`src/rtl/stmh_cfg.svh`:
```
// Constants of the task management message handler.
// Assumes inclusion by bare name from the package and the design modules.
`ifndef STMH_CFG_SVH
`define STMH_CFG_SVH
`define STMH_MSG_ABORT_TASK 8'h0D
`define STMH_MSG_ABORT_SET 8'h06
`define STMH_MSG_CLEAR_ACA 8'h16
`define STMH_MSG_CLEAR_SET 8'h0E
`define STMH_MSG_LU_RESET 8'h17
`define STMH_MSG_TGT_RESET 8'h0C
`define STMH_MSG_REJECT 8'h07
`define STMH_NUM_ACT 6
`endif

```
`src/rtl/stmh_pkg.sv`:
```
// Types shared by the task management message handler files.
// Assumes stmh_cfg.svh is on the include path.
`include "stmh_cfg.svh"
package stmh_pkg;
    // Nexus as known when the message arrives.
    typedef enum logic [1:0] {
        STMH_NEX_IT = 2'h0,
        STMH_NEX_ITL = 2'h1,
        STMH_NEX_ITLQ = 2'h2
    } stmh_nexus_t;

    // One received MESSAGE OUT byte and its context.
    typedef struct packed {
        logic [7:0] code;
        logic atn_at_ack;
        logic [1:0] nexus;
        logic reconnect;
        logic want_q;
        logic initial_conn;
    } stmh_msg_t;

    // One-cycle management action pulses toward the task manager.
    typedef struct packed {
        logic abort_task;
        logic abort_set;
        logic clear_set;
        logic clear_aca;
        logic lu_reset;
        logic tgt_reset;
    } stmh_act_t;

    // Decoder verdict.
    typedef enum logic [2:0] {
        STMH_V_FREE = 3'h1,
        STMH_V_REJECT = 3'h2,
        STMH_V_ACT = 3'h4
    } stmh_verdict_t;
endpackage

```
`src/rtl/stmh_decode.sv`:
```
// Message code decoder of the task management handler.
// Assumes a message with a valid context; pure combinational logic.
`timescale 1ns/1ps
`default_nettype none
`include "stmh_cfg.svh"
module stmh_decode
    import stmh_pkg::*;
#(
    parameter bit TAGGED = 1'b1,
    parameter bit HAS_CLR_ACA = 1'b1,
    parameter bit HAS_LU_RESET = 1'b1
) (
    input wire stmh_msg_t msg,
    input wire logic iu_en,
    output var stmh_verdict_t verdict,
    output var stmh_act_t act
);
    logic known;
    logic needs_clear;
    logic na_iu;
    logic it_only;

    assign it_only = (msg.nexus == STMH_NEX_IT);

    always_comb begin
        act = '0;
        known = 1'b1;
        needs_clear = 1'b1;
        na_iu = 1'b0;
        unique case (msg.code)
            `STMH_MSG_ABORT_TASK: begin
                known = TAGGED || iu_en;
                act.abort_task = !it_only &&
                    !(msg.reconnect && msg.want_q &&
                    msg.nexus != STMH_NEX_ITLQ);
            end
            `STMH_MSG_ABORT_SET: begin
                na_iu = 1'b1;
                act.abort_set = !it_only;
            end
            `STMH_MSG_CLEAR_SET: begin
                known = TAGGED;
                na_iu = 1'b1;
                act.clear_set = !it_only;
            end
            `STMH_MSG_CLEAR_ACA: begin
                known = HAS_CLR_ACA && msg.initial_conn;
                needs_clear = 1'b0;
                na_iu = 1'b1;
                act.clear_aca = !it_only;
            end
            `STMH_MSG_LU_RESET: begin
                known = HAS_LU_RESET;
                na_iu = 1'b1;
                act.lu_reset = !it_only;
            end
            `STMH_MSG_TGT_RESET: begin
                act.tgt_reset = 1'b1;
            end
            default: begin
                known = 1'b0;
            end
        endcase
        if (!known || (na_iu && iu_en)) begin
            act = '0;
        end
    end

    always_comb begin
        if (needs_clear && known && msg.atn_at_ack) begin
            verdict = STMH_V_FREE;
        end else if (!known || (na_iu && iu_en)) begin
            verdict = STMH_V_REJECT;
        end else if (act != '0) begin
            verdict = STMH_V_ACT;
        end else begin
            verdict = STMH_V_FREE;
        end
    end
endmodule
`default_nettype wire

```
`src/rtl/stmh_handler.sv`:
```
// Target-side handler for task management messages in MESSAGE OUT.
// Assumes a phase sequencer that runs REQ/ACK and reports each byte.
`timescale 1ns/1ps
`default_nettype none
`include "stmh_cfg.svh"
module stmh_handler
    import stmh_pkg::*;
#(
    parameter bit TAGGED = 1'b1,
    parameter bit HAS_CLR_ACA = 1'b1,
    parameter bit HAS_LU_RESET = 1'b1
) (
    input wire logic core_clk,
    input wire logic rst_b,
    input wire logic atn,
    input wire logic phase_idle,
    input wire logic iu_en,
    input wire logic msg_valid,
    input wire stmh_msg_t msg,
    input wire logic rej_ready,
    output logic msg_out_req,
    output var stmh_act_t act_r,
    output logic aca_clear_r,
    output logic bus_free_req_r,
    output logic msg_in_req_r,
    output logic [7:0] msg_in_byte_r,
    output logic resume_r,
    output logic busy
);
    // ------------------------------------------------------------
    // State machine
    // ------------------------------------------------------------
    typedef enum logic [3:0] {
        STMH_S_IDLE = 4'b0001,
        STMH_S_ACT = 4'b0010,
        STMH_S_FREE = 4'b0100,
        STMH_S_REJ = 4'b1000
    } stmh_state_t;

    stmh_state_t state_r;
    stmh_state_t state_nxt;
    stmh_verdict_t verdict;
    stmh_act_t act_dec;

    stmh_decode #(
        .TAGGED(TAGGED),
        .HAS_CLR_ACA(HAS_CLR_ACA),
        .HAS_LU_RESET(HAS_LU_RESET)
    ) u_decode (
        .msg(msg),
        .iu_en(iu_en),
        .verdict(verdict),
        .act(act_dec)
    );

    // Attention while no other phase is running and the handler is idle asks for MESSAGE OUT.
    assign msg_out_req = atn && phase_idle && state_r == STMH_S_IDLE;
    assign busy = (state_r != STMH_S_IDLE);

    always_comb begin
        state_nxt = state_r;
        unique case (state_r)
            STMH_S_IDLE: begin
                if (msg_valid) begin
                    unique case (verdict)
                        STMH_V_ACT: state_nxt = STMH_S_ACT;
                        STMH_V_REJECT: state_nxt = STMH_S_REJ;
                        default: state_nxt = STMH_S_FREE;
                    endcase
                end
            end
            STMH_S_ACT: state_nxt = STMH_S_FREE;
            STMH_S_FREE: state_nxt = STMH_S_IDLE;
            STMH_S_REJ: begin
                if (rej_ready) begin
                    state_nxt = STMH_S_IDLE;
                end
            end
            default: state_nxt = STMH_S_IDLE;
        endcase
    end

    always_ff @(posedge core_clk) begin
        if (!rst_b) begin
            state_r <= STMH_S_IDLE;
        end else begin
            state_r <= state_nxt;
        end
    end

    // ------------------------------------------------------------
    // Action pulses
    // ------------------------------------------------------------
    always_ff @(posedge core_clk) begin
        if (!rst_b) begin
            act_r <= '0;
            aca_clear_r <= 1'b0;
        end else if (state_nxt == STMH_S_ACT) begin
            act_r <= act_dec;
            aca_clear_r <= act_dec.clear_aca;
        end else begin
            act_r <= '0;
            aca_clear_r <= 1'b0;
        end
    end

    // ------------------------------------------------------------
    // Bus requests
    // ------------------------------------------------------------
    always_ff @(posedge core_clk) begin
        if (!rst_b) begin
            bus_free_req_r <= 1'b0;
        end else begin
            bus_free_req_r <= (state_nxt == STMH_S_FREE);
        end
    end

    always_ff @(posedge core_clk) begin
        if (!rst_b) begin
            msg_in_req_r <= 1'b0;
            msg_in_byte_r <= 8'h00;
            resume_r <= 1'b0;
        end else begin
            msg_in_req_r <= (state_nxt == STMH_S_REJ);
            msg_in_byte_r <= `STMH_MSG_REJECT;
            resume_r <= state_r == STMH_S_REJ && rej_ready;
        end
    end

    // ------------------------------------------------------------
    // Checks
    // ------------------------------------------------------------
    chk_act_before_free: assert property (@(posedge core_clk)
        disable iff (!rst_b) (act_r != '0) |=> bus_free_req_r)
        else $error("action pulse not followed by bus free");
    chk_act_one_cycle: assert property (@(posedge core_clk)
        disable iff (!rst_b) (act_r != '0) |=> (act_r == '0))
        else $error("action pulse longer than one cycle");
    chk_iu_reject: assert property (@(posedge core_clk)
        disable iff (!rst_b)
        (state_r == STMH_S_IDLE && msg_valid && iu_en &&
        !msg.atn_at_ack && msg.code == `STMH_MSG_CLEAR_SET)
        |=> msg_in_req_r && act_r == '0)
        else $error("clear set not rejected with IU enabled");
    chk_it_abort_free: assert property (@(posedge core_clk)
        disable iff (!rst_b)
        (state_r == STMH_S_IDLE && msg_valid && !msg.atn_at_ack &&
        msg.code == `STMH_MSG_ABORT_TASK && msg.nexus == STMH_NEX_IT)
        |=> bus_free_req_r && act_r == '0 && !msg_in_req_r)
        else $error("I_T abort task not plain bus free");
    chk_tgt_reset: assert property (@(posedge core_clk)
        disable iff (!rst_b)
        (state_r == STMH_S_IDLE && msg_valid && !msg.atn_at_ack &&
        msg.code == `STMH_MSG_TGT_RESET)
        |=> act_r.tgt_reset ##1 bus_free_req_r)
        else $error("target reset sequence wrong");
    chk_atn_held_free: assert property (@(posedge core_clk)
        disable iff (!rst_b)
        (state_r == STMH_S_IDLE && msg_valid && msg.atn_at_ack &&
        msg.code == `STMH_MSG_ABORT_SET)
        |=> bus_free_req_r && act_r == '0)
        else $error("held attention did not free bus");
    chk_late_aca_rej: assert property (@(posedge core_clk)
        disable iff (!rst_b)
        (state_r == STMH_S_IDLE && msg_valid && !msg.initial_conn &&
        msg.code == `STMH_MSG_CLEAR_ACA)
        |=> msg_in_req_r && !aca_clear_r)
        else $error("late clear allegiance not rejected");
    chk_unknown_rej: assert property (@(posedge core_clk)
        disable iff (!rst_b)
        (state_r == STMH_S_IDLE && msg_valid && msg.code == 8'h55)
        |=> msg_in_req_r && msg_in_byte_r == `STMH_MSG_REJECT &&
        !bus_free_req_r)
        else $error("unknown code not rejected");
    chk_lu_event: assert property (@(posedge core_clk)
        disable iff (!rst_b)
        (state_r == STMH_S_IDLE && msg_valid && !iu_en &&
        !msg.atn_at_ack && msg.code == `STMH_MSG_LU_RESET &&
        msg.nexus != STMH_NEX_IT && HAS_LU_RESET)
        |=> act_r.lu_reset)
        else $error("unit reset event missing");
endmodule
`default_nettype wire

```
`config.mk`:
```
export PLATFORM = sky130hd
export DESIGN_NAME = stmh_handler
export DESIGN_NICKNAME = d
export VERILOG_FILES = /design/src/rtl/stmh_pkg.sv /design/src/rtl/stmh_decode.sv /design/src/rtl/stmh_handler.sv
export VERILOG_INCLUDE_DIRS = /design/src /design/src/rtl
export SDC_FILE = /design/constraint.sdc
export NUM_CORES = 1
export LEC_CHECK = 0
export ABC_AREA = 1
export BUFFER_PORTS_ARGS = -buffer_cell sky130_fd_sc_hd__buf_2
export CELL_PAD_IN_SITES_DETAIL_PLACEMENT = 0
export CELL_PAD_IN_SITES_GLOBAL_PLACEMENT = 1
export CORE_MARGIN = 5
export CORE_UTILIZATION = 31
export CTS_BUF_LIST = sky130_fd_sc_hd__clkbuf_8
export CTS_CLUSTER_DIAMETER = 120
export DETAILED_ROUTE_END_ITERATION = 10
export PLACE_DENSITY_LB_ADDON = 0.08
export SLEW_MARGIN = 20
export SYNTH_ARGS = -nofsm -noshare
export SYNTH_HDL_FRONTEND = slang
export SYNTH_SLANG_ARGS = --single-unit
```
`constraint.sdc`:
```
create_clock -name core_clk -period 1.59 [get_ports core_clk]
set_input_delay 0.2385 -clock core_clk [delete_from_list [all_inputs] [get_ports core_clk]]
set_output_delay 0.2385 -clock core_clk [all_outputs]
set_load 0.01 [all_outputs]
```
* After elaboration in Yosys (flattened, before gate mapping)
Cells that the tools add are included.
** Word-level totals
- Register bits after elaboration :: 21
** Cells by class
- Muxes and demuxes :: 18
- Equal/unequal tests :: 16
- Reductions and logical operators :: 18
** Operators by type and width (count)
- $eq A8 B4 Y1 const B :: 3
- $eq A8 B5 Y1 const B :: 2
- $mux W3 :: 4
- $pmux W4 S3 :: 1
- $logic_and A1 B1 Y1 :: 9
- $eq A4 B2 Y1 const B :: 2
- $eq A4 B4 Y1 const B :: 2
- $eq A8 B3 Y1 const B :: 1
- $mux W1 :: 8
- $mux W4 :: 2
- $pmux W4 S2 :: 1
- $mux W6 :: 1
- $reduce_bool A6 Y1 :: 1
- $reduce_or A5 Y1 :: 1
- $eq A4 B1 Y1 const B :: 1
- $eq A4 B3 Y1 const B :: 1
- $ne A4 B1 Y1 const B :: 1
- $reduce_or A4 Y1 :: 1
- $eq A3 B2 Y1 const B :: 1
- $eq A3 B3 Y1 const B :: 1
- $logic_not A1 Y1 :: 3
- $logic_not A2 Y1 :: 1
- $ne A2 B2 Y1 const B :: 1
- $pmux W1 S2 :: 1
- other kinds (2) :: 2

* Longest topological paths before layout
Gate-level depths: netlist of run 1.
- Depth in word-level cells :: 16
- Mapped depth :: 14
- Depth with buffers taken out :: 14

* By module
A second synthesis of run 1 with hierarchy kept.
** Second synthesis, totals
- Cell total of the unflattened synthesis :: 158
- Area total of the unflattened synthesis :: 1008.5 um^2
** By module, submodules not included
- stmh_handler :: sequential area each 280.3 um^2, area each 583.1 um^2, instances 1, cells each 78
- stmh_decode :: sequential area each 0.0 um^2, area each 425.4 um^2, instances 1, cells each 80

* Least setup slack after synthesis of run 1
Ideal clock, no wire load.
- Path kind :: input -> register
- Start :: input port msg[13] (netlist bit)
- End :: register aca_clear_r
- Setup slack :: 196 ps
- Stages on the path :: 12
- Data arrival time :: 1280 ps
- Cell sequence :: nor2_2 nand2_1 nor2_2 nor2_2 nand2_2 nand2_2 nand3_2 nand3_1 nor2_1 nor2_2 nand3_2 nor2_1
** Between the ends
- Longest elaborated chain between the ends :: 16
** Ends and longest elaborated chain
- from (decl) :: line stmh_handler.sv:19 : input wire stmh_msg_t msg,
- $eq A8 B4 Y1, or another cell as far along :: line stmh_decode.sv:30 : unique case (msg.code)
- $reduce_or A5 Y1 (no source line) or $reduce_or A4 Y1 (tied branches)
- $pmux W1 S2 or $mux W1 (tied branches) :: line stmh_decode.sv:30
- $logic_not A1 Y1 or $logic_and A1 B1 Y1 (tied branches) :: line stmh_decode.sv:64, stmh_decode.sv:72
- $logic_or A1 B1 Y1 :: line stmh_decode.sv:64, stmh_decode.sv:72
- $mux W6 :: line stmh_decode.sv:64 : if (!known || (na_iu && iu_en)) begin
- $reduce_bool A6 Y1 :: line stmh_decode.sv:74 : end else if (act != '0) begin
- $mux W3 :: line stmh_decode.sv:74
- $mux W3 :: line stmh_decode.sv:72 : end else if (!known || (na_iu && iu_en)) begin
- $mux W3 :: line stmh_decode.sv:70 : if (needs_clear && known && msg.atn_at_ack) begin
- $eq A3 B2 Y1 or $eq A3 B3 Y1 (tied branches) :: line stmh_handler.sv:65 : unique case (verdict)
- $pmux W4 S2 :: line stmh_handler.sv:65
- $mux W4 :: line stmh_handler.sv:64 : if (msg_valid) begin
- $pmux W4 S3 :: line stmh_handler.sv:62 : unique case (state_r)
- $eq A4 B2 Y1 :: line stmh_handler.sv:98 : end else if (state_nxt == STMH_S_ACT) begin
- $reduce_and A2 Y1 (no source line)
- to (signal assigned) :: line stmh_handler.sv:100 : aca_clear_r <= act_dec.clear_aca;
- to (decl) :: line stmh_handler.sv:23 : output logic aca_clear_r,
Parallel ways exist; a longest one is shown, timed or not.
A chain may end at the register's enable or synchronous reset.

* Worst setup path in the final report of run 1
- Start :: register state_r[1]
- End :: output port msg_out_req
** Between the ends
- Longest elaborated chain between the ends :: 2
** Ends and longest elaborated chain
- from (decl) :: line stmh_handler.sv:40 : stmh_state_t state_r;
- from (signal assigned) :: line stmh_handler.sv:87 : state_r <= state_nxt;
- $eq A4 B1 Y1 :: line stmh_handler.sv:57 : assign msg_out_req = atn && phase_idle && state_r == STMH_S_IDLE;
- $logic_and A1 B1 Y1 :: line stmh_handler.sv:57
- to (decl) :: line stmh_handler.sv:21 : output logic msg_out_req,
Every way passes these cells.

==> results of run 1 <==
worst register-to-register path: stages, from the launching register on:
cell and delay [ps]:
dfxtp_1 320, nor2_1 140, nand3_1 120, inv_1 110, nand2_1 100, nand3_1 90
nand3_2 90, nor2_2 130, nand3_2 120, nor2_1 110
what timing repair did:
item | in CTS | in global routing
hold endpoints to repair | 0 | 0
endpoints found under the setup margin | 0 | 7
gates resized for setup | 0 | 5
flip-flops by register name, indices dropped and copies added, names as in the netlist:
register / flops
act_r: 5
msg_in_req_r: 1
bus_free_req_r: 1
state_r: 4
aca_clear_r: 1
resume_r: 1
msg_in_byte_r: 1
layer usage:
| layer | GRT usage, % | routed length [um] |
|---|---|---|
| met2 | 18.83 | 938 |
| met1 | 11.30 | 655 |
| met4 | 2.786 | 6 |
| met3 | 4.894 | 182 |
| met5 | 0 | 0 |
layout by cell type, fill, tap and decap left out, drive strengths merged, types with 2 or more instances in the layout:
cell and instances:
nand2 21, a21oi 3, nand4 2, nand3 14
nor3 5, nor2 28, dfxtp 14, inv 13
clkbuf 4, conb 5, buf 45
worst max-delay path by stage:
stage / endpoint / start / slack (ps) / cells past startpoint
finish: msg_out_req / state_r[1] / 160 / 5
global route: act_r[3] / msg[10] / 8 / 13
CTS: act_r[3] / state_r[1] / 120 / 9
detailed placement: act_r[3] / msg[13] / -80 / 13
global placement: act_r[3] / msg[13] / -60 / 13
floorplan: aca_clear_r / msg[13] / 200 / 12
kinds of logic (layout without fill, tap and decap cells):
group | Yosys count | in the layout | synth area share, %
DFF | 14 | 14 | 35.50
and+or+nand+nor | 70 | 70 | 44.85
AOI/OAI and AO/OA | 6 | 6 | 4.755
buffers and inverters | 22 | 63 | 14.42
other | 1 | 5 | 0.4750
per-stage QoR:
step | instance area (um2) | power [W] | hold WS, ps | std cells | utilization, %
after global placement | 1032 | 0.0004893 | 377.2 | 184 | 42.05
after global routing | 1109 | 0.0008718 | 126.9 | 188 | 45.16
final | 1109 | 0.0008214 | 137.9 | 188 | 45.16
after floorplan | 804.5 | 0.0004415 | 266.2 | 117 | -
after CTS | 1087 | 0.0008321 | 120.1 | 188 | 44.29
after detailed placement | 1032 | 0.0004903 | 376.5 | 184 | 42.05
cell type report:
type / count / area share, %
Timing Repair Buffer: 45 / 22.57
Multi-Input combinational cell: 81 / 38.94
Sequential cell: 14 / 25.28
Clock buffer: 4 / 4.966
Tap cell: 30 / 3.386
Inverter: 14 / 4.853
power groups by stage:
stage	clock network, W	registers [W]	logic, W
3_5_place_dp	0	0.000370	0.000120
4_1_cts	0.000349	0.000362	0.000121
2_1_floorplan	0	0.000372	0.0000696
6_report	0.000334	0.000363	0.000124
3_3_place_gp	0	0.000370	0.000119
5_1_grt	0.000369	0.000363	0.000140
==> results.md, run 1 <==
* Starting Density at 32.16%
* Clock-pin slew on the worst setup and hold paths at 60 ps
* 1st-pass router iterations at 4
* CP peak stage delay at approximately 320 ps
* R2r startpoint: state_r[1]
* HPWL Detailed at 1563 um
* Achievable Freq at 699.6 MHz
* First-pass GRT wire length at about 3000 um
* Longest Clk Path Bufs at 2
* Minimum clock period after layout at 1429 ps
* Grt total ovfl at 0
* Synth top cells by count: 19 x nor2_1, 15 x nand2_1, 14 x dfxtp_1
* Critical Path, Cell by Cell: nor2_1 -> nand3_1 -> buf_4 -> nor2_1 -> buf_2
* Drt total wl at 1782 um
* Share of layout cells above drive strength 1 at about 47%
* Diodes inserted at 0
* Clock Latency Late Sink at 240 ps
* Ranking of synthesized cells by area: dfxtp_1 35%, nor2_1 9.0%, buf_4 7.6%, nand2_1 7.1%, nand3_1 6.3%
* CP Max Fanout at 3
* Buf/Inv on CP at 2
* Power per cell area at 740.9 mW/mm2
* Max Cap Viol at 0
* Hold Crit Start: rst_b
* Seq/Total Area, Yosys at 35.50%
* Setup-failing EPs final at 0
* CP delay by family, top: simple AND/OR/NAND/NOR gates
* Fin. max-slew vios at 0
* Max rail drop VDD at 0.7059 mV
* Post-Synthesis Cell Area at 789.5 um2
* Hold path cells at 1
* Input/output buffers at 35
* Register Area at 280.3 um2
* CP arrival at 1190 ps
* Die width at 60.47 um
* Clock sink count at 14
* RePlAce Congestion at 0.7517
* Final count of hold timing violations at 0
* Routed len/inst at 9.479 um
* CTS tree: built
* Clk network pwr share at 40.7%
* Sw Pwr at 0.0001902 W
* Internal at 0.0006311 W
* Sum Neg Setup Slack at 0 ps
* ANT nets after route at 0
* Reg2reg end: act_r[3]
* Worst path required time at 1350 ps
* Net count, final at 180
* H-Tree Depth at 1
* Hold EP: msg_in_byte_r[1]
* Post-CTS Repair Setup Buffers at 0
* Yosys warns at 0
* Worst r2r path cells at 9
* Most frequent CP cell: nor2_1
* R2R Setup Slk at 180 ps
* Core footprint at 0.002455 mm2
* Crit path launch type: flip-flop
* Number of vias per cell at roughly 4.4
* Synth top area share at a little over a third
* All-layer global routing usage at a little over a tenth
* Dpl ws at -78.93 ps
* Via count at 826
* Number of CTS-inserted buffers at 3
* Count leader, synth: nor2_1
* P&R area growth vs syn at 40.41%
* Crit-path slowest cell: dfxtp_1
* Final worst slack at approximately 160 ps
* Drt first-iter violations at 12
* Hold Buf Count CTS at 0
* Post-synthesis register bit count at 14
* Part of the power in registers at 44.2%
* Boundary Pins at 41
* RSZ-0062 raised after global routing: false
* Post-synth top flop: dfxtp_1
* Root buffer cell: clkbuf_8
* Hold WC Path Type: in -> reg
* Leak pwr at 0.5726 nW
* Status: complete, no violations
* Die ar. at roughly 0.0037 mm2
* Vias in the first global route at 752
* Net Sw Frac at 23.16%
* Num rows at 18
* Logic pwr share at 15.2%
* Ys async rst share at 0%
* Post-synth EDFFs at 0
* Critical path class: reg -> out
* Die span in y at 60.47 um
* Multi-input gate area in the final layout at 431.7 um2
* Synthesized area per cell at around 7.0 um2
* Clock Skew at 5.393 ps
* Crit end category: primary output
* DRC viols at 0
* Yosys cell types at 19
* Largest net degree at the start of global routing at 9
* Number of fill cells in the layout at 273
* Yosys top cell by area: dfxtp_1
* Tcrit/Tclk final at around nine tenths
* Cell count after synthesis at 113
* Antenna violations before repair at 0
Note: power is estimated with default switching activity, not from simulation.
==> run 2, diff against run 1 <==
--- a/config.mk
+++ b/config.mk
@@ -7,16 +7,15 @@
 export NUM_CORES = 1
 export LEC_CHECK = 0
 export ABC_AREA = 1
-export BUFFER_PORTS_ARGS = -buffer_cell sky130_fd_sc_hd__buf_2
 export CELL_PAD_IN_SITES_DETAIL_PLACEMENT = 0
 export CELL_PAD_IN_SITES_GLOBAL_PLACEMENT = 1
 export CORE_MARGIN = 5
-export CORE_UTILIZATION = 31
+export CORE_UTILIZATION = 42
 export CTS_BUF_LIST = sky130_fd_sc_hd__clkbuf_8
 export CTS_CLUSTER_DIAMETER = 120
 export DETAILED_ROUTE_END_ITERATION = 10
+export DONT_BUFFER_PORTS = 1
 export PLACE_DENSITY_LB_ADDON = 0.08
-export SLEW_MARGIN = 20
 export SYNTH_ARGS = -nofsm -noshare
 export SYNTH_HDL_FRONTEND = slang
 export SYNTH_SLANG_ARGS = --single-unit
==> results.md, run 2 (synthesized netlist as in run 1, its figures left out) <==
* First-pass GRT wire length at 2380 um (-19%)
* 1st-pass router iterations at 6 (+2)
* HPWL Detailed at 1343 um (-14%)
* P&R area growth vs syn at 9.350%
* Flip-flop count of the largest register after layout at 5 (unchanged)
* Clock-pin slew on the worst setup and hold paths at 50 ps (about the same)
* Final Util at 48.94% (+3.8 points)
* Power per cell area at 900.0 mW/mm2 (+21%)
* Largest net degree at the start of global routing at 9 (unchanged)
* Most frequent cells in the layout: 18 x nor2_1, 15 x nand2_1, 14 x dfxtp_1
* H-Tree Depth at 1 (unchanged)
* Die ar. at 0.002847 mm2 (-22%)
* Drt total wl at 1555 um (-13%)
* Fin area at 863.3 um2 (-22%)
* RSZ-0062 raised after global routing: false
* Placement Cell Area at 805.8 um2 (-22%)
* Hold Crit Start: rst_b
* Most frequent CP cell: nand3_1
* Leak pwr at 0.3848 nW (-33%)
* Diodes inserted at 0 (unchanged)
* Critical path class: reg -> reg
* Vias in the first global route at 618 (-18%)
* Root buffer cell: clkbuf_8
* Routed len/inst at 10.95 um (+16%)
* Crit end category: flip-flop
* CP peak stage delay at 320 ps (about the same)
* R2R Setup Slk at 190 ps (about the same)
* Max Cap Viol at 0 (unchanged)
* Tcrit/Tclk final at 88.33% (-1.6 points)
* Die span in y at 53.36 um (-12%)
* ANT nets after route at 0 (unchanged)
* Most common cell after layout, fill and taps aside: nor2_1
* Achievable Freq at 712.1 MHz (+1.8%)
* Final count of hold timing violations at 0 (unchanged)
* Die width at 53.36 um (-12%)
* Setup-failing EPs final at 0 (unchanged)
* Drt first-iter violations at 14 (+2)
* Max rail drop VDD at 0.7650 mV (+8.4%)
* Clock Latency Late Sink at 240 ps (about the same)
* All-layer global routing usage at 11.68% (+1.1 points)
* Fin. max-slew vios at 0 (unchanged)
* Number of CTS-inserted buffers at 3 (unchanged)
* Worst r2r path cells at 9 (unchanged)
* Minimum clock period after layout at 1404 ps (-25.11 ps)
* Hold EP: msg_in_byte_r[1]
* Crit path launch type: flip-flop
* R2r startpoint: state_r[1]
* Worst path required time at 1770 ps (+420 ps)
* CP Max Fanout at 6 (+3)
* Clock Skew at 0.9364 ps (-4.456 ps)
* Status: complete, no violations
* Sum Neg Setup Slack at 0 ps (unchanged)
* Antenna violations before repair at 0 (unchanged)
* Crit-path slowest cell: dfxtp_1
* Starting Density at 44.75% (+13 points)
* Critical Path, Cell by Cell: nor2_2 -> nand3_1 -> inv_1 -> nand2_1 -> nand3_1 -> nand3_1 -> nor2_1 -> nand3_2 -> nor2_1
* Boundary Pins at 41 (unchanged)
* Share of layout cells above drive strength 1 at 26.50% (-21 points)
* CP delay by family, top: simple AND/OR/NAND/NOR gates
* Via count at 667 (-19%)
* Num rows at 15 (-3)
* Largest Register: act_r
* Net count, final at 139 (-23%)
* Hold WC Path Type: in -> reg
* Reg2reg end: aca_clear_r
* DRC viols at 0 (unchanged)
* Largest regs: act_r: 5 flops, state_r: 4 flops
* CP arrival at 1580 ps (+390 ps)
* Core footprint at 0.001764 mm2 (-28%)
* Clock sink count at 14 (unchanged)
* RePlAce Congestion at 0.8024 (+6.7%)
* Hold path cells at 0 (-1)
* Total power at 0.0007770 W (-5.4%)
* Grt total ovfl at 0 (unchanged)
* Longest Clk Path Bufs at 2 (unchanged)
* Buf/Inv on CP at 1 (-1)
* CTS tree: built
* Number of vias per cell at 4.697 (+6.9%)
* Number of fill cells in the layout at 191 (-30%)
* Hold Buf Count CTS at 0 (unchanged)
* Input/output buffers at 0 (-100%)
-- run 2: changes by cell type in the layout (fill, tap and decap cells not counted), sizes merged --
cell	delta
buf	-41
-- run 2: power breakdown --
group / internal, W / leakage, nW / switching [W] / total, W
sequential: 0.000359 / 0.114 / 0.00000852 / 0.000367
clock: 0.000219 / 0.0288 / 0.000118 / 0.000337
combinational: 0.0000253 / 0.242 / 0.0000472 / 0.0000725
total: 0.000603 / 0.385 / 0.000174 / 0.000777
-- run 2: area by class of cell --
cell class	count	area [um2]	share of cell area [%]
multi-input cells	81	412.9	47.83
well taps	25	31.28	3.623
repair buffers	4	30.03	3.478
inverters	14	53.80	6.232
flip-flops and latches	14	280.3	32.46
clock buffers	4	55.05	6.377
-- run 2: how the worst max path moves through the flow --
stage / to / slack, ps / cells past startpoint / startpoint
after floorplan: aca_clear_r / 200 / 12 / msg[13]
after global placement: aca_clear_r / 8 / 12 / msg[13]
after detailed placement: aca_clear_r / 60 / 12 / msg[13]
after CTS: aca_clear_r / 130 / 9 / state_r[1]
after global routing: act_r[3] / 20 / 9 / state_r[1]
final: aca_clear_r / 190 / 9 / state_r[1]
-- run 2: per-layer routing --
layer	track usage [%]	wire, um
met5	0	0
met4	2.553	8
met3	6.761	196
met2	18.37	661
met1	13.56	688
-- run 2: what timing repair did --
item,4_1_cts,5_1_grt
setup endpoints to repair,0,6
endpoints found under the hold margin,0,0
buffers inserted,0,0
gates resized for setup,0,1
-- run 2: stage by stage --
stage,setup slack (ps),instances,hold WS (ps)
after floorplan,196.3,117,266.2
after global placement,7.912,138,266.4
after detailed placement,57.73,138,266.4
after CTS,133.0,142,11.97
after global routing,21.27,142,5.899
final,185.6,142,17.18
==> run 3, diff against run 2 <==
--- a/config.mk
+++ b/config.mk
@@ -7,6 +7,7 @@
 export NUM_CORES = 1
 export LEC_CHECK = 0
 export ABC_AREA = 1
+export CAP_MARGIN = 20
 export CELL_PAD_IN_SITES_DETAIL_PLACEMENT = 0
 export CELL_PAD_IN_SITES_GLOBAL_PLACEMENT = 1
 export CORE_MARGIN = 5
@@ -15,6 +16,7 @@
 export CTS_CLUSTER_DIAMETER = 120
 export DETAILED_ROUTE_END_ITERATION = 10
 export DONT_BUFFER_PORTS = 1
+export MAX_ROUTING_LAYER = met4
 export PLACE_DENSITY_LB_ADDON = 0.08
 export SYNTH_ARGS = -nofsm -noshare
 export SYNTH_HDL_FRONTEND = slang
==> results.md, run 3 (synthesized netlist as in run 1, its figures left out) <==
* Status: complete, no violations
* Sum Neg Setup Slack at 0 ps (unchanged)
* Leak pwr at 0.3848 nW (unchanged)
* Flip-flop count of the largest register after layout at 5 (unchanged)
* Drt first-iter violations at 14 (unchanged)
* Max rail drop VDD at 0.7651 mV (about the same)
* Power per cell area at 900.1 mW/mm2 (about the same)
* 1st-pass router iterations at 6 (unchanged)
* ANT nets after route at 0 (unchanged)
* DRC viols at 0 (unchanged)
* CP peak stage delay at 320 ps (about the same)
* H-Tree Depth at 1 (unchanged)
* Longest Clk Path Bufs at 2 (unchanged)
* R2r startpoint: state_r[1]
* Die ar. at 0.002847 mm2 (unchanged)
* Logic pwr share at 9.3% (about the same)
* Routed len/inst at 10.95 um (unchanged)
* Clock Latency Late Sink at 240 ps (about the same)
* Via count at 667 (unchanged)
* Antenna violations before repair at 0 (unchanged)
* First-pass GRT wire length at 2380 um (unchanged)
* Share of layout cells above drive strength 1 at 26.50% (unchanged)
* Vias in the first global route at 618 (unchanged)
* Largest Register: act_r
* Grt total ovfl at 0 (unchanged)
* Critical Path, Cell by Cell: nor2_2 -> nand3_1 -> inv_1 -> nand2_1 -> nand3_1 -> nand3_1 -> nor2_1 -> nand3_2 -> nor2_1
* Register Area at 280.3 um2 (unchanged)
* Hold Crit Start: rst_b
* All-layer global routing usage at 11.98% (+0.29 points)
* Worst Hold Slack at 17.23 ps (+0.04660 ps)
* Number of CTS-inserted buffers at 3 (unchanged)
* Largest net degree at the start of global routing at 9 (unchanged)
* R2R Setup Slk at 190 ps (about the same)
* Clock Skew at 0.8991 ps (-0.03733 ps)
* HPWL Detailed at 1343 um (unchanged)
* Number of vias per cell at 4.697 (unchanged)
* Starting Density at 44.75% (unchanged)
* Critical path class: reg -> reg
* Achievable Freq at 712.1 MHz (about the same)
* Multi-input gate area in the final layout at 412.9 um2 (unchanged)
* Worst r2r path cells at 9 (unchanged)
* Post-CTS Repair Setup Buffers at 0 (unchanged)
* P&R area growth vs syn at 9.350% (unchanged)
* Die span in y at 53.36 um (unchanged)
* Max Cap Viol at 0 (unchanged)
* Crit path launch type: flip-flop
* Reg2reg end: aca_clear_r
* Fin. max-slew vios at 0 (unchanged)
* Boundary Pins at 41 (unchanged)
* Die width at 53.36 um (unchanged)
* Root buffer cell: clkbuf_8
* Input/output buffers at 0 (unchanged)
* Final Util at 48.94% (unchanged)
* Hold WC Path Type: in -> reg
* Tcrit/Tclk final at 88.32% (about the same)
* Hold path cells at 0 (unchanged)
* Clock-pin slew on the worst setup and hold paths at 50 ps (about the same)
* Most frequent cells in the layout: 18 x nor2_1, 15 x nand2_1, 14 x dfxtp_1
* Largest regs: act_r: 5 flops, state_r: 4 flops
* Most frequent CP cell: nand3_1
* Diodes inserted at 0 (unchanged)
* RSZ-0062 raised after global routing: false
* Clock sink count at 14 (unchanged)
* Total power at 0.0007770 W (about the same)
* Minimum clock period after layout at 1404 ps (-0.02500 ps)
* Internal at 0.0006034 W (about the same)
* Final worst slack at 185.7 ps (+0.02500 ps)
* Dpl ws at 57.73 ps (unchanged)
* Sw Pwr at 0.0001737 W (about the same)
* Net Sw Frac at 22.35% (about the same)
* Number of fill cells in the layout at 191 (unchanged)
* Final count of hold timing violations at 0 (unchanged)
* Worst path required time at 1770 ps (about the same)
* Crit-path slowest cell: dfxtp_1
* Drt total wl at 1555 um (unchanged)
* Clk network pwr share at 43.4% (about the same)
* Hold EP: msg_in_byte_r[1]
* Net count, final at 139 (unchanged)
* Crit end category: flip-flop
* Num rows at 15 (unchanged)
* Part of the power in registers at 47.3% (about the same)
* CTS tree: built
* CP arrival at 1580 ps (about the same)
* Core footprint at 0.001764 mm2 (unchanged)
* Setup-failing EPs final at 0 (unchanged)
* CP Max Fanout at 6 (unchanged)
* Most common cell after layout, fill and taps aside: nor2_1
* RePlAce Congestion at 0.8140 (+1.4%)
run 3: layer usage:
layer / share of wire (%) / track usage (%)
met5: 0 / -
met2: 43 / 18.37
met3: 12 / 6.197
met4: 0.51 / 2.553
met1: 45 / 13.90
run 3: metrics by stage:
stage	instance area, um2	cells
after floorplan	804.5	117
final	863.3	142
after CTS	860.8	142
after global routing	863.3	142
after detailed placement	805.8	138
after global placement	805.8	138
run 3: repair_timing:
action / CTS / global route
endpoints found under the setup margin: 0 / 6
hold buffers: 0 / 0
endpoints found under the hold margin: 0 / 0
gates resized for setup: 0 / 1
run 3: worst max-delay path by stage:
stage | to | cells after the start | slack [ps] | start
2_1_floorplan | aca_clear_r | 12 | 200 | msg[13]
3_3_place_gp | aca_clear_r | 12 | 8 | msg[13]
3_5_place_dp | aca_clear_r | 12 | 60 | msg[13]
4_1_cts | aca_clear_r | 9 | 130 | state_r[1]
5_1_grt | act_r[3] | 9 | 20 | state_r[1]
6_report | aca_clear_r | 9 | 190 | state_r[1]
run 3: critical path: cells and delay by family, from the launching register on:
family | cells | cell delay (ps)
AND/OR/NAND/NOR | 8 | 930
buffers and inverters | 1 | 100
flip-flops | 1 | 320
run 3: layout make-up:
cell class                      count  area share [%]
Timing Repair Buffer                4           3.478
Sequential cell                    14           32.46
Tap cell                           25           3.623
Inverter                           14           6.232
Multi-Input combinational cell     81           47.83
Clock buffer                        4           6.377
run 3: power by group through the flow:
| stage | registers [W] | logic [W] | clock network, W |
|---|---|---|---|
| 5_1_grt | 0.000368 | 0.0000829 | 0.000359 |
| 6_report | 0.000367 | 0.0000725 | 0.000337 |
| 2_1_floorplan | 0.000372 | 0.0000696 | 0 |
| 4_1_cts | 0.000368 | 0.0000729 | 0.000346 |
| 3_3_place_gp | 0.000375 | 0.0000730 | 0 |
| 3_5_place_dp | 0.000375 | 0.0000726 | 0 |
